$ cat src/flash_seq_regs.vh
// Constants for the flash program, erase and lock sequencer host controller
`ifndef FLASH_SEQ_REGS_VH
`define FLASH_SEQ_REGS_VH
`define CMD_READ_ARRAY   8'hFF
`define CMD_READ_STATUS  8'h70
`define CMD_CLEAR_STATUS 8'h50
`define CMD_PROGRAM      8'h40
`define CMD_PROGRAM_ALT  8'h10
`define CMD_CHIP_ERASE   8'h30
`define CMD_ERASE_CONF   8'hD0
`define CMD_LOCK_SETUP   8'h60
`define CMD_LOCK_BLOCK   8'h01
`define CMD_LOCK_PERM    8'hF1
`define CMD_OTP_SETUP    8'hC0
`define SR_READY         7
`define SR_ERASE_ERR     5
`define SR_PROG_ERR      4
`define SR_SUPPLY_LOW    3
`define SR_PROTECT       1
`define SR_ERROR_MASK    8'h3A
// Host registers, word index
`define REG_CTRL   4'h0
`define REG_ADDR   4'h1
`define REG_DATA   4'h2
`define REG_STATUS 4'h3
`define REG_RESULT 4'h4
// Operation codes written to REG_CTRL[2:0]; bit 3 selects program alternate
`define OP_PROGRAM    3'h1
`define OP_CHIP_ERASE 3'h2
`define OP_LOCK_BLOCK 3'h3
`define OP_LOCK_PERM  3'h4
`define OP_UNLOCK     3'h5
`define OP_OTP        3'h6
`define OP_CLEAR      3'h7
`define CTRL_ALT_BIT  3
`define CTRL_ARRAY_BIT 4
// Bus write cycle shape in clocks: setup, strobe low, hold
`define WR_SETUP  3'h1
`define WR_PULSE  3'h3
`define WR_HOLD   3'h1
`define RD_ACCESS 3'h4
`define ADDR_W    21
`endif

$ cat src/flash_bus_cycle.v
// One asynchronous write or read cycle on the flash pins
`timescale 1ns/10ps
`include "flash_seq_regs.vh"
module flash_bus_cycle (
   input  wire                 clock,
   input  wire                 rst_sync_b,
   input  wire                 start,
   input  wire                 is_write,
   input  wire [`ADDR_W-1:0]   addr,
   input  wire [15:0]          wdata,
   input  wire [15:0]          dq_sync,
   output reg                  done,
   output reg  [15:0]          rdata,
   output reg  [`ADDR_W-1:0]   flash_addr,
   output reg  [15:0]          dq_out,
   output reg                  dq_oe_b,
   output reg                  ce_b,
   output reg                  we_b,
   output reg                  oe_b
);
   localparam S_IDLE  = 4'b0001;
   localparam S_SETUP = 4'b0010;
   localparam S_PULSE = 4'b0100;
   localparam S_HOLD  = 4'b1000;
   reg [3:0] state;
   reg [2:0] count;
   reg       wr;
   always @(posedge clock or negedge rst_sync_b) begin
      if (!rst_sync_b) begin
         state <= S_IDLE;
         count <= 3'h0;
         wr <= 1'b0;
         done <= 1'b0;
         rdata <= 16'h0000;
         flash_addr <= {`ADDR_W{1'b0}};
         dq_out <= 16'h0000;
         dq_oe_b <= 1'b1;
         ce_b <= 1'b1;
         we_b <= 1'b1;
         oe_b <= 1'b1;
      end else begin
         done <= 1'b0;
         case (state)
            S_IDLE: begin
               if (start) begin
                  wr <= is_write;
                  flash_addr <= addr;
                  dq_out <= wdata;
                  dq_oe_b <= ~is_write;
                  ce_b <= 1'b0;
                  count <= `WR_SETUP;
                  state <= S_SETUP;
               end
            end
            S_SETUP: begin
               if (count == 3'h1) begin
                  we_b <= ~wr;
                  oe_b <= wr;
                  count <= wr ? `WR_PULSE : `RD_ACCESS;
                  state <= S_PULSE;
               end else
                  count <= count - 3'h1;
            end
            S_PULSE: begin
               // Read data is taken through the synchroniser, so access time covers four clocks
               if (count == 3'h1) begin
                  if (!wr)
                     rdata <= dq_sync;
                  we_b <= 1'b1;
                  oe_b <= 1'b1;
                  count <= `WR_HOLD;
                  state <= S_HOLD;
               end else
                  count <= count - 3'h1;
            end
            S_HOLD: begin
               if (count == 3'h1) begin
                  ce_b <= 1'b1;
                  dq_oe_b <= 1'b1;
                  done <= 1'b1;
                  state <= S_IDLE;
               end else
                  count <= count - 3'h1;
            end
            default: state <= S_IDLE;
         endcase
      end
   end
endmodule // flash_bus_cycle

$ cat src/flash_program_erase_lock_sequencer.v
// Host controller that sequences program, erase and lock commands into the flash
`timescale 1ns/10ps
`include "flash_seq_regs.vh"
module flash_program_erase_lock_sequencer (
   input  wire                 clock,
   input  wire                 rst_b,
   input  wire [3:0]           reg_addr,
   input  wire [31:0]          reg_wdata,
   input  wire                 reg_write,
   input  wire                 reg_read,
   output reg  [31:0]          reg_rdata,
   output reg  [`ADDR_W-1:0]   flash_addr,
   output reg  [15:0]          dq_out,
   output reg                  dq_oe_b,
   input  wire [15:0]          dq_in,
   output reg                  ce_b,
   output reg                  we_b,
   output reg                  oe_b,
   output reg                  flash_reset_b,
   input  wire                 ready_busy_output
);
   localparam S_IDLE   = 8'b00000001;
   localparam S_SETUP  = 8'b00000010;
   localparam S_SECOND = 8'b00000100;
   localparam S_POLLC  = 8'b00001000;
   localparam S_POLLR  = 8'b00010000;
   localparam S_ARRAY  = 8'b00100000;
   localparam S_WAIT   = 8'b01000000;
   localparam S_CLEAR  = 8'b10000000;

   reg              rst_meta_b;
   reg              rst_sync_b;
   reg [15:0]       dq_meta;
   reg [15:0]       dq_sync;
   reg              rb_meta;
   reg              rb_sync;
   reg [7:0]        state;
   reg [7:0]        next_state;
   reg [2:0]        op;
   reg              alt;
   reg              array_after;
   reg [`ADDR_W-1:0] op_addr;
   reg [15:0]       op_data;
   reg [7:0]        last_status;
   reg              busy;
   reg              error;
   reg              start;
   reg              is_write;
   reg [`ADDR_W-1:0] cyc_addr;
   reg [15:0]       cyc_data;
   wire             cyc_done;
   wire [15:0]      cyc_rdata;
   wire [`ADDR_W-1:0] pin_addr;
   wire [15:0]      pin_dq;
   wire             pin_dq_oe_b;
   wire             pin_ce_b;
   wire             pin_we_b;
   wire             pin_oe_b;

   // Setup command for each operation
   function [7:0] setup_code;
      input [2:0] o;
      input       a;
      begin
         case (o)
            `OP_PROGRAM:    setup_code = a ? `CMD_PROGRAM_ALT : `CMD_PROGRAM;
            `OP_CHIP_ERASE: setup_code = `CMD_CHIP_ERASE;
            `OP_LOCK_BLOCK: setup_code = `CMD_LOCK_SETUP;
            `OP_LOCK_PERM:  setup_code = `CMD_LOCK_SETUP;
            `OP_UNLOCK:     setup_code = `CMD_LOCK_SETUP;
            `OP_OTP:        setup_code = `CMD_OTP_SETUP;
            `OP_CLEAR:      setup_code = `CMD_CLEAR_STATUS;
            default:        setup_code = `CMD_READ_ARRAY;
         endcase
      end
   endfunction

   // Second write: data at target for program and OTP, confirm code otherwise
   function [15:0] second_code;
      input [2:0]  o;
      input [15:0] d;
      begin
         case (o)
            `OP_PROGRAM:    second_code = d;
            `OP_OTP:        second_code = d;
            `OP_CHIP_ERASE: second_code = {8'h00, `CMD_ERASE_CONF};
            `OP_LOCK_BLOCK: second_code = {8'h00, `CMD_LOCK_BLOCK};
            `OP_LOCK_PERM:  second_code = {8'h00, `CMD_LOCK_PERM};
            `OP_UNLOCK:     second_code = {8'h00, `CMD_ERASE_CONF};
            default:        second_code = {8'h00, `CMD_READ_ARRAY};
         endcase
      end
   endfunction

   // Register write strobe aimed at one word index
   function wr_hit;
      input       we;
      input [3:0] a;
      input [3:0] want;
      begin
         wr_hit = we && (a == want);
      end
   endfunction

   // Reset release and pin synchronisers
   always @(posedge clock or negedge rst_b) begin
      if (!rst_b) begin
         rst_meta_b <= 1'b0;
         rst_sync_b <= 1'b0;
      end else begin
         rst_meta_b <= 1'b1;
         rst_sync_b <= rst_meta_b;
      end
   end

   // The part answers with no clock of ours, so every pin input takes two flops
   always @(posedge clock or negedge rst_sync_b) begin
      if (!rst_sync_b) begin
         dq_meta <= 16'h0000;
         dq_sync <= 16'h0000;
         rb_meta <= 1'b0;
         rb_sync <= 1'b0;
      end else begin
         dq_meta <= dq_in;
         dq_sync <= dq_meta;
         rb_meta <= ready_busy_output;
         rb_sync <= rb_meta;
      end
   end

   flash_bus_cycle cycle (
      .clock      (clock),
      .rst_sync_b (rst_sync_b),
      .start      (start),
      .is_write   (is_write),
      .addr       (cyc_addr),
      .wdata      (cyc_data),
      .dq_sync    (dq_sync),
      .done       (cyc_done),
      .rdata      (cyc_rdata),
      .flash_addr (pin_addr),
      .dq_out     (pin_dq),
      .dq_oe_b    (pin_dq_oe_b),
      .ce_b       (pin_ce_b),
      .we_b       (pin_we_b),
      .oe_b       (pin_oe_b)
   );

   // Pins come straight from flops; one extra clock of delay is harmless on async pins
   always @(posedge clock or negedge rst_sync_b) begin
      if (!rst_sync_b) begin
         flash_addr <= {`ADDR_W{1'b0}};
         dq_out <= 16'h0000;
         dq_oe_b <= 1'b1;
         ce_b <= 1'b1;
         we_b <= 1'b1;
         oe_b <= 1'b1;
         flash_reset_b <= 1'b0;
      end else begin
         flash_addr <= pin_addr;
         dq_out <= pin_dq;
         dq_oe_b <= pin_dq_oe_b;
         ce_b <= pin_ce_b;
         we_b <= pin_we_b;
         oe_b <= pin_oe_b;
         // Flash leaves reset with us, so its command latch starts in array read
         flash_reset_b <= 1'b1;
      end
   end

   always @* begin
      next_state = state;
      case (state)
         S_IDLE: next_state = state;
         S_SETUP: begin
            if (cyc_done)
               next_state = (op == `OP_CLEAR) ? S_WAIT : S_SECOND;
         end
         S_SECOND: begin
            if (cyc_done)
               next_state = S_WAIT;
         end
         S_WAIT: begin
            // Ready pin falls only after the confirm and the synchroniser may still show
            // it high here; polling bit 7 covers that case
            if (rb_sync || op == `OP_CLEAR)
               next_state = (op == `OP_CLEAR) ? S_IDLE : S_POLLC;
         end
         S_POLLC: begin
            if (cyc_done)
               next_state = S_POLLR;
         end
         S_POLLR: begin
            if (cyc_done && cyc_rdata[`SR_READY])
               next_state = array_after ? S_ARRAY : S_IDLE;
            else if (cyc_done)
               next_state = S_POLLR;
         end
         S_ARRAY: begin
            if (cyc_done)
               next_state = S_IDLE;
         end
         S_CLEAR: next_state = S_IDLE;
         default: next_state = S_IDLE;
      endcase
   end

   always @(posedge clock or negedge rst_sync_b) begin
      if (!rst_sync_b) begin
         state <= S_IDLE;
         op <= 3'h0;
         alt <= 1'b0;
         array_after <= 1'b0;
         op_addr <= {`ADDR_W{1'b0}};
         op_data <= 16'h0000;
         last_status <= 8'h80;
         busy <= 1'b0;
         error <= 1'b0;
         start <= 1'b0;
         is_write <= 1'b0;
         cyc_addr <= {`ADDR_W{1'b0}};
         cyc_data <= 16'h0000;
      end else begin
         state <= next_state;
         start <= 1'b0;
         if (wr_hit(reg_write, reg_addr, `REG_ADDR))
            op_addr <= reg_wdata[`ADDR_W-1:0];
         if (wr_hit(reg_write, reg_addr, `REG_DATA))
            op_data <= reg_wdata[15:0];
         if (state == S_IDLE && wr_hit(reg_write, reg_addr, `REG_CTRL)
             && reg_wdata[2:0] != 3'h0) begin
            op <= reg_wdata[2:0];
            alt <= reg_wdata[`CTRL_ALT_BIT];
            array_after <= reg_wdata[`CTRL_ARRAY_BIT];
            busy <= 1'b1;
            state <= S_SETUP;
            start <= 1'b1;
            is_write <= 1'b1;
            cyc_addr <= op_addr;
            cyc_data <= {8'h00, setup_code(reg_wdata[2:0], reg_wdata[`CTRL_ALT_BIT])};
            // Clear-status wipes the software view of sticky errors too
            if (reg_wdata[2:0] == `OP_CLEAR) begin
               last_status <= 8'h80;
               error <= 1'b0;
            end
         end
         if (cyc_done && next_state == S_SECOND) begin
            start <= 1'b1;
            cyc_data <= second_code(op, op_data);
         end
         // No bus cycle runs in the wait state, so the status command is launched
         // on leaving it rather than on a done pulse
         if (state == S_WAIT && next_state == S_POLLC) begin
            start <= 1'b1;
            is_write <= 1'b1;
            cyc_data <= {8'h00, `CMD_READ_STATUS};
         end
         if (cyc_done && (state == S_POLLC || (state == S_POLLR && next_state == S_POLLR))) begin
            start <= 1'b1;
            is_write <= 1'b0;
         end
         if (cyc_done && state == S_POLLR && cyc_rdata[`SR_READY]) begin
            // Low bits only trusted once ready; reserved bit 0 dropped
            last_status <= cyc_rdata[7:0] & 8'hFE;
            // Deferred checking: error is reloaded from the sticky device error bits of each final status
            error <= |(cyc_rdata[7:0] & `SR_ERROR_MASK);
            if (array_after) begin
               start <= 1'b1;
               is_write <= 1'b1;
               cyc_data <= {8'h00, `CMD_READ_ARRAY};
            end
         end
         if (next_state == S_IDLE && state != S_IDLE)
            busy <= 1'b0;
      end
   end

   // Result decode: sequence error when bits 4 and 5 both set
   always @(posedge clock or negedge rst_sync_b) begin
      if (!rst_sync_b)
         reg_rdata <= 32'h00000000;
      else if (reg_read) begin
         case (reg_addr)
            `REG_CTRL:   reg_rdata <= {27'h0, array_after, alt, op};
            `REG_ADDR:   reg_rdata <= {{(32-`ADDR_W){1'b0}}, op_addr};
            `REG_DATA:   reg_rdata <= {16'h0000, op_data};
            `REG_STATUS: reg_rdata <= {29'h0, rb_sync, error, busy};
            `REG_RESULT: reg_rdata <= {18'h0,
                                       last_status[`SR_PROTECT],
                                       last_status[`SR_SUPPLY_LOW],
                                       last_status[`SR_ERASE_ERR] & ~last_status[`SR_PROG_ERR],
                                       last_status[`SR_PROG_ERR] & ~last_status[`SR_ERASE_ERR],
                                       last_status[`SR_ERASE_ERR] & last_status[`SR_PROG_ERR],
                                       // Bit 8 is spare and reads zero
                                       1'b0,
                                       last_status};
            default:     reg_rdata <= 32'h00000000;
         endcase
      end else
         reg_rdata <= 32'h00000000;
   end
endmodule // flash_program_erase_lock_sequencer

$ cat config.mk
export PLATFORM = sky130hd
export DESIGN_NAME = flash_program_erase_lock_sequencer
export DESIGN_NICKNAME = d
export VERILOG_FILES = /design/src/flash_bus_cycle.v /design/src/flash_program_erase_lock_sequencer.v
export VERILOG_INCLUDE_DIRS = /design/src
export SDC_FILE = /design/constraint.sdc
export NUM_CORES = 1
export LEC_CHECK = 0
export BUFFER_PORTS_ARGS = -buffer_cell sky130_fd_sc_hd__buf_2
export CORE_MARGIN = 2
export CORE_UTILIZATION = 51
export CTS_CLUSTER_DIAMETER = 30
export DETAILED_ROUTE_END_ITERATION = 10
export PLACE_DENSITY_LB_ADDON = 0.1
export SETUP_SLACK_MARGIN = 0.1
export SYNTH_ARGS = -nofsm -noshare
export SYNTH_HDL_FRONTEND = slang
export SYNTH_SLANG_ARGS = --single-unit
$ cat constraint.sdc
create_clock -name clock -period 7.4 [get_ports clock]
set_clock_uncertainty 0.1 [all_clocks]
set_input_delay 1.11 -clock clock [delete_from_list [all_inputs] [get_ports clock]]
set_output_delay 1.11 -clock clock [all_outputs]
set_load 0.02 [all_outputs]
==> results of run 1 <==
worst reg2reg max path: stages (launching register included):
cell	delay (ps)
dfrtp_1	490
or4_4	580
nor4_4	300
nand3_2	780
a211oi_1	550
o311ai_1	130
cells in the mapped netlist, drive strengths merged (6+ instances only):
cell | count | area share (%)
nand2 | 233 | 9.5
dfrtp | 225 | 61
nor2 | 49 | 2.0
mux2 | 41 | 5.0
clkbuf | 30 | 1.2
a21oi | 26 | 1.4
buf | 23 | 1.7
o21ai | 23 | 1.2
dfstp | 11 | 3.1
inv | 11 | 0.45
nand2b | 10 | 0.68
nor2b | 10 | 0.68
a32oi | 9 | 0.85
and3 | 9 | 0.61
a22oi | 8 | 0.65
nand3 | 8 | 0.49
nor4 | 8 | 0.87
nor4b | 8 | 0.83
o221ai | 8 | 0.76
a22o | 7 | 0.66
nor3 | 6 | 0.32
placed cells by master (no fill, tap or decap), types with 5 or more instances in the layout:
cell type	synthesis	layout
a21oi_1	26	26
a22o_1	7	7
a22oi_1	8	8
a32oi_1	9	9
and2_1	5	5
and3_1	9	9
buf_2	3	99
buf_4	15	5
bufinv_16	0	7
clkbuf_16	0	45
clkinv_2	0	7
clkinvlp_4	0	6
conb_1	2	14
dfrtp_1	225	224
dfstp_2	11	11
inv_1	11	11
inv_6	0	5
mux2_2	41	41
mux2i_1	5	5
nand2_1	233	233
nand2b_1	10	10
nand3_1	7	7
nor2_1	49	49
nor2b_1	10	10
nor3_1	6	6
nor4_1	6	5
nor4b_1	7	7
o21ai_0	23	23
o221ai_1	8	8
worst paths after layout:
path	startpoint	to	slack, ps	cells after the start
worst max-delay path	state[2]$_DFF_PN0_	cyc_data[5]$_DFF_PN0_	4320	5
worst min-delay path	rst_sync_b$_DFF_PN0_	dq_meta[6]$_DFF_PN0_	200	0
worst max register to register	state[2]$_DFF_PN0_	cyc_data[5]$_DFF_PN0_	4320	5
worst min register to register	rst_sync_b$_DFF_PN0_	dq_meta[6]$_DFF_PN0_	200	0
max in group asynchronous	rst_sync_b$_DFF_PN0_	cyc_data[6]$_DFF_PN0_	5580	1
min in group clock	dq_meta[5]$_DFF_PN0_	dq_sync[5]$_DFF_PN0_	240	0
stage by stage:
stage	util [%]	std cells	hold WS [ps]
final	63.87	1203	195.4
after global routing	63.87	1203	254.4
after detailed placement	55.12	1122	226.6
after CTS	63.87	1203	214.3
after global placement	55.12	1122	216.9
after floorplan	-	841	231.2
state kept, by name, summed over array words and instances, names as in the netlist, 4 cells and up:
signal / cells
cyc_addr: 21
cycle.rdata: 7
op_addr: 21
flash_addr: 21
dq_sync: 7
op_data: 16
cycle.state: 4
dq_meta: 7
dq_out: 16
cyc_data: 16
last_status: 7
cycle.flash_addr: 21
reg_rdata: 21
cycle.dq_out: 16
state: 8
power by group through the flow:
stage	clock network [W]	logic, W	registers (W)
2_1_floorplan	0	0.000150	0.00153
3_3_place_gp	0	0.000230	0.00152
3_5_place_dp	0	0.000238	0.00153
4_1_cts	0.00211	0.000241	0.00151
5_1_grt	0.00219	0.000267	0.00153
6_report	0.00208	0.000237	0.00151
final cells by class:
class	count	area, µm²
fill	1427	6467
clock inverter	30	389.1
sequential	236	5923
clock buffer	51	1179
timing repair buffer	105	553.0
inverter	11	41.29
tap	229	286.5
multi-input combinational	541	3063
kinds of logic after synthesis:
| logic type | count (synthesis) |
|---|---|
| simple gates | 365 |
| flops | 236 |
| compound gates | 108 |
| buf+inv | 64 |
| mux | 48 |
| fa+ha+maj | 4 |
| other cells | 2 |
| xor+xnor | 2 |
per-layer routing:
| layer | global-route usage [%] | wire [µm] | up-vias |
|---|---|---|---|
| met1 | 28.95 | 8717 | 3196 |
| li1 | - | - | 3031 |
| met4 | 8.347 | 442 | 0 |
| met3 | 4.558 | 1190 | 41 |
| met5 | 0 | 0 | - |
| met2 | 35.80 | 10120 | 209 |
==> results.toml, run 1 <==
[clock_tree]
cts_tree = "done"
cts_setup_buffers = 0
ctsHtreeMaxLevel = 2
clockBufferDepth = 3
cts_hold_buf = 0
root_buffer = "clkbuf_16"
clk_pin_slew_worst_paths_ps = 50
cts-resized-gates = 0
numCtsBuffers = 44
cts_sinks = 236
clk_latency_ps = 530

[sta]
maxSlewViolCount = 0
fmax_ghz = 0.3249
setup_viol = 0
worst_pin_slew_ps = 1112
period_minus_slack_ps = 3078
fin_tns_setup_ps = 0
finalCritPeriodShare_pct = 41.59
fin_ws_ps = 4322
hold_viol_final = 0
rsz0062_at_grt = "no"
slew_headroom_pct = 25.69

[finish]
area_growth_pct = 23.65
fin_area_mm2 = 0.01143
layout-drive-gt1-share_pct = 25.56
final_nets = 1000
antenna_cells = 0

[critical_path]
crit_required_ps = 7670
arrival_ps = 3340
crit_chain = "or4_4, nor4_4, nand3_2, a211oi_1, o311ai_1"
cp_max_fo = 45
cp_slowest_stage_delay_ps = 780
critPathKind = "register to register"
crit_path_top_delay_cell = "nand3_2"
crit_family = "simple AND/OR/NAND/NOR gates"
end_kind = "register"
startpoint_type = "register"
path_buf_inv = 0

[synth]
yosys_warnings = 0
synthSimpleGateAreaFrac_pct = 17.79
synth_ff_type = "dfrtp_1"
syn_area_mm2 = 0.009248
synth-edff-count = 0
synthCells = 829
synthAdderAreaFrac_pct = 0.5412
synthXorXnorAreaFrac_pct = 0.1894
yosysSeqAreaShare_pct = 64.01
ys_types = 58
async_reset_ff_share_pct = 100.0
synth_compound_area_share_pct = 7.942
ys_ff_latch = 236
avgSynthCellArea_um2 = 11.16
synth_top_family_by_area = "simple AND/OR/NAND/NOR gates"
muxShareOfSynthArea_pct = 6.021

[pwr]
p_per_area_mw_per_mm2 = 335.1
p_sw_w = 0.0009126
clkPwrFrac_pct = 54.3
vdd_drop_max_mv = 0.2401
total_power_w = 0.003831
p_sw_share_pct = 23.82
combPwrFrac_pct = 6.2
leakage_nw = 5.731
seqPwrFrac_pct = 39.5
p_int_w = 0.002919

[grt]
overflow = 0
grt_max_degree = 195
antenna_found_initial = 0
grt_pass1_vias = 6693
grt_pass1_wl_um = 33800
track_usage_pct = 21.81

[min_path]
hold_path.class = "register to asynchronous set/reset pin"

[detailed_routing]
via_per_inst = 5.384
drt_pass1_iterations = 5
remaining_drc_errors = 0
avgRoutedWirePerCell_um = 17.02
drtAntennaViolNets = 0
num_vias = 6477
drt_iter0_markers = 495
wl_um = 20470

[placed_design]
gp_congestion = 0.8945
place_ws_ps = 3872
portBuffers = 99
dpl-instance-area_mm2 = 0.009867
dpl.hpwl_um = 13360

[die]
chipHeight_um = 138.7
fp.dieW_um = 138.7
rows = 49
initial_core_util_pct = 51.66
boundaryPins = 131
fp.coreArea_mm2 = 0.01790
die-area_mm2 = 0.01923

[job]
maxCapViolCount = 0

[run_status]
outcome = "finished clean"
Note: power is estimated with default switching activity, not from simulation.
==> inputs of run 2 (changes only) <==
==> constraint.sdc (replaced) <==
create_clock -name clock -period 2.7 [get_ports clock]
set_clock_uncertainty 0.1 [all_clocks]
set_input_delay 0.405 -clock clock [delete_from_list [all_inputs] [get_ports clock]]
set_output_delay 0.405 -clock clock [all_outputs]
set_load 0.02 [all_outputs]
==> run 2 against run 1 <==
Net effect: fmax up 28%; global-route usage up 0.90 points; clock power rose to 2.6 times the previous value; critical endpoint unchanged; worst setup slack got worse by 4000 ps; worst hold slack lost 170 ps; cell count increased by 1.7%; critical path type unchanged; sequential share of layout area shrank 0.90 points; register-to-register slack worse by 4000 ps; die area unchanged; first-iteration DRC count is 11% lower; non-clock buffer count is 25 higher.
==> results.toml, run 2 (synthesis results as in run 1) <==
[die]
boundaryPins = 131
fp.coreArea_mm2 = 0.01790
die-area_mm2 = 0.01923
rows = 49
fp.dieW_um = 138.7
chipHeight_um = 138.7
initial_core_util_pct = 51.66

[detailed_routing]
drt_pass1_iterations = 5
drt_iter0_markers = 441
via_per_inst = 5.363
wl_um = 21070
remaining_drc_errors = 0
drtAntennaViolNets = 0
avgRoutedWirePerCell_um = 17.22
num_vias = 6564

[sta]
slew_headroom_pct = 60.80
setup_viol = 0
hold_viol_final = 0
fin_ws_ps = 303.3
fin_tns_setup_ps = 0
rsz0062_at_grt = "no"
period_minus_slack_ps = 2397
maxSlewViolCount = 0
finalCritPeriodShare_pct = 88.77
fmax_ghz = 0.4172
worst_pin_slew_ps = 579.8

[finish]
n_fill_cell = 1403
antenna_cells = 0
area_growth_pct = 25.83
final_common_cell = "nand2_1"
final_cell_mix = "nand2_1, dfrtp_1, buf_2"
final_nets = 1024
layout-drive-gt1-share_pct = 26.13

[critical_path]
end_kind = "register"
critPathKind = "register to register"
arrival_ps = 2690
startpoint = "state[2]$_DFF_PN0_"
cp_max_fo = 10
crit_required_ps = 2990
r2r_start = "state[2]$_DFF_PN0_"
startpoint_type = "register"

[clock_tree]
cts_setup_buffers = 0
numCtsBuffers = 43
ctsHtreeMaxLevel = 2
clk_pin_slew_worst_paths_ps = 50
clockBufferDepth = 3
cts_sinks = 236
root_buffer = "clkbuf_16"
cts_tree = "done"
clk_latency_ps = 520

[pwr]
vdd_drop_max_mv = 0.7646
total_power_w = 0.01032
leakage_nw = 5.834
p_per_area_mw_per_mm2 = 886.7

[grt]
antenna_found_initial = 0
grt_pass1_vias = 6877
overflow = 0
grt_max_degree = 95
track_usage_pct = 22.71
grt_pass1_wl_um = 35240

[placed_design]
portBuffers = 99
dpl.hpwl_um = 14080
place_ws_ps = 221.0
gp_congestion = 0.8674

[run_status]
outcome = "finished clean"

[job]
maxCapViolCount = 0

[min_path]
hold_path.startpoint = "reg_wdata[19]"
hold_path.class = "primary input to register"
run 2: cell type report:
| type | count | area [µm²] | area share (%) |
|---|---|---|---|
| Clock buffer | 53 | 1164 | 10.00 |
| Tap cell | 229 | 286.5 | 2.462 |
| Multi-Input combinational cell | 541 | 3077 | 26.44 |
| Clock inverter | 24 | 331.6 | 2.849 |
| Timing Repair Buffer | 130 | 813.3 | 6.989 |
| Sequential cell | 236 | 5923 | 50.90 |
| Inverter | 11 | 41.29 | 0.3548 |
run 2: timing repair:
| item | CTS | global route |
|---|---|---|
| endpoints found under the hold margin | 10 | 0 |
| hold buffers | 9 | 0 |
| setup endpoints to repair | 0 | 15 |
| resized for setup | 0 | 2 |
run 2: report_power, final:
| part | total, W | internal (W) | switching, W |
|---|---|---|---|
| logic | 0.000694 | 0.000305 | 0.000389 |
| clock network | 0.00548 | 0.00373 | 0.00175 |
| registers | 0.00414 | 0.00389 | 0.000258 |
run 2: worst paths after layout:
kind | slack [ps] | depth (start not counted) | end
min | 30 | 2 | op_addr[19]$_DFFE_PN0P_
min in group asynchronous | 70 | 0 | op_addr[4]$_DFFE_PN0P_
max | 300 | 5 | cyc_data[5]$_DFF_PN0_
min reg2reg | 70 | 0 | op_addr[4]$_DFFE_PN0P_
max reg2reg | 300 | 5 | cyc_data[5]$_DFF_PN0_
max in group asynchronous | 1690 | 1 | flash_addr[14]$_DFF_PN0_
run 2: metrics by stage:
stage	std cells	hold slack, ps	utilization [%]	instance area (µm²)
floorplan	841	9.409	-	9296
global placement	1138	73.31	56.07	10040
detailed placement	1138	78.99	56.07	10040
CTS	1224	13.10	64.92	11620
global route	1224	23.95	65.00	11640
finish	1224	25.20	65.00	11640
run 2: critical path: stages, from the launching register on:
cell and delay [ps]:
dfrtp_1 500, or4_4 580, nor4_4 340, and3_1 410, nor2_1 80, o311ai_1 280
run 2: routing by layer:
layer	GRT usage (%)	vias up	share of wire [%]
met5	0	-	0
met1	30.59	3244	43
met3	4.282	43	5.1
li1	-	3067	-
met4	7.762	0	2.6
met2	37.60	210	49
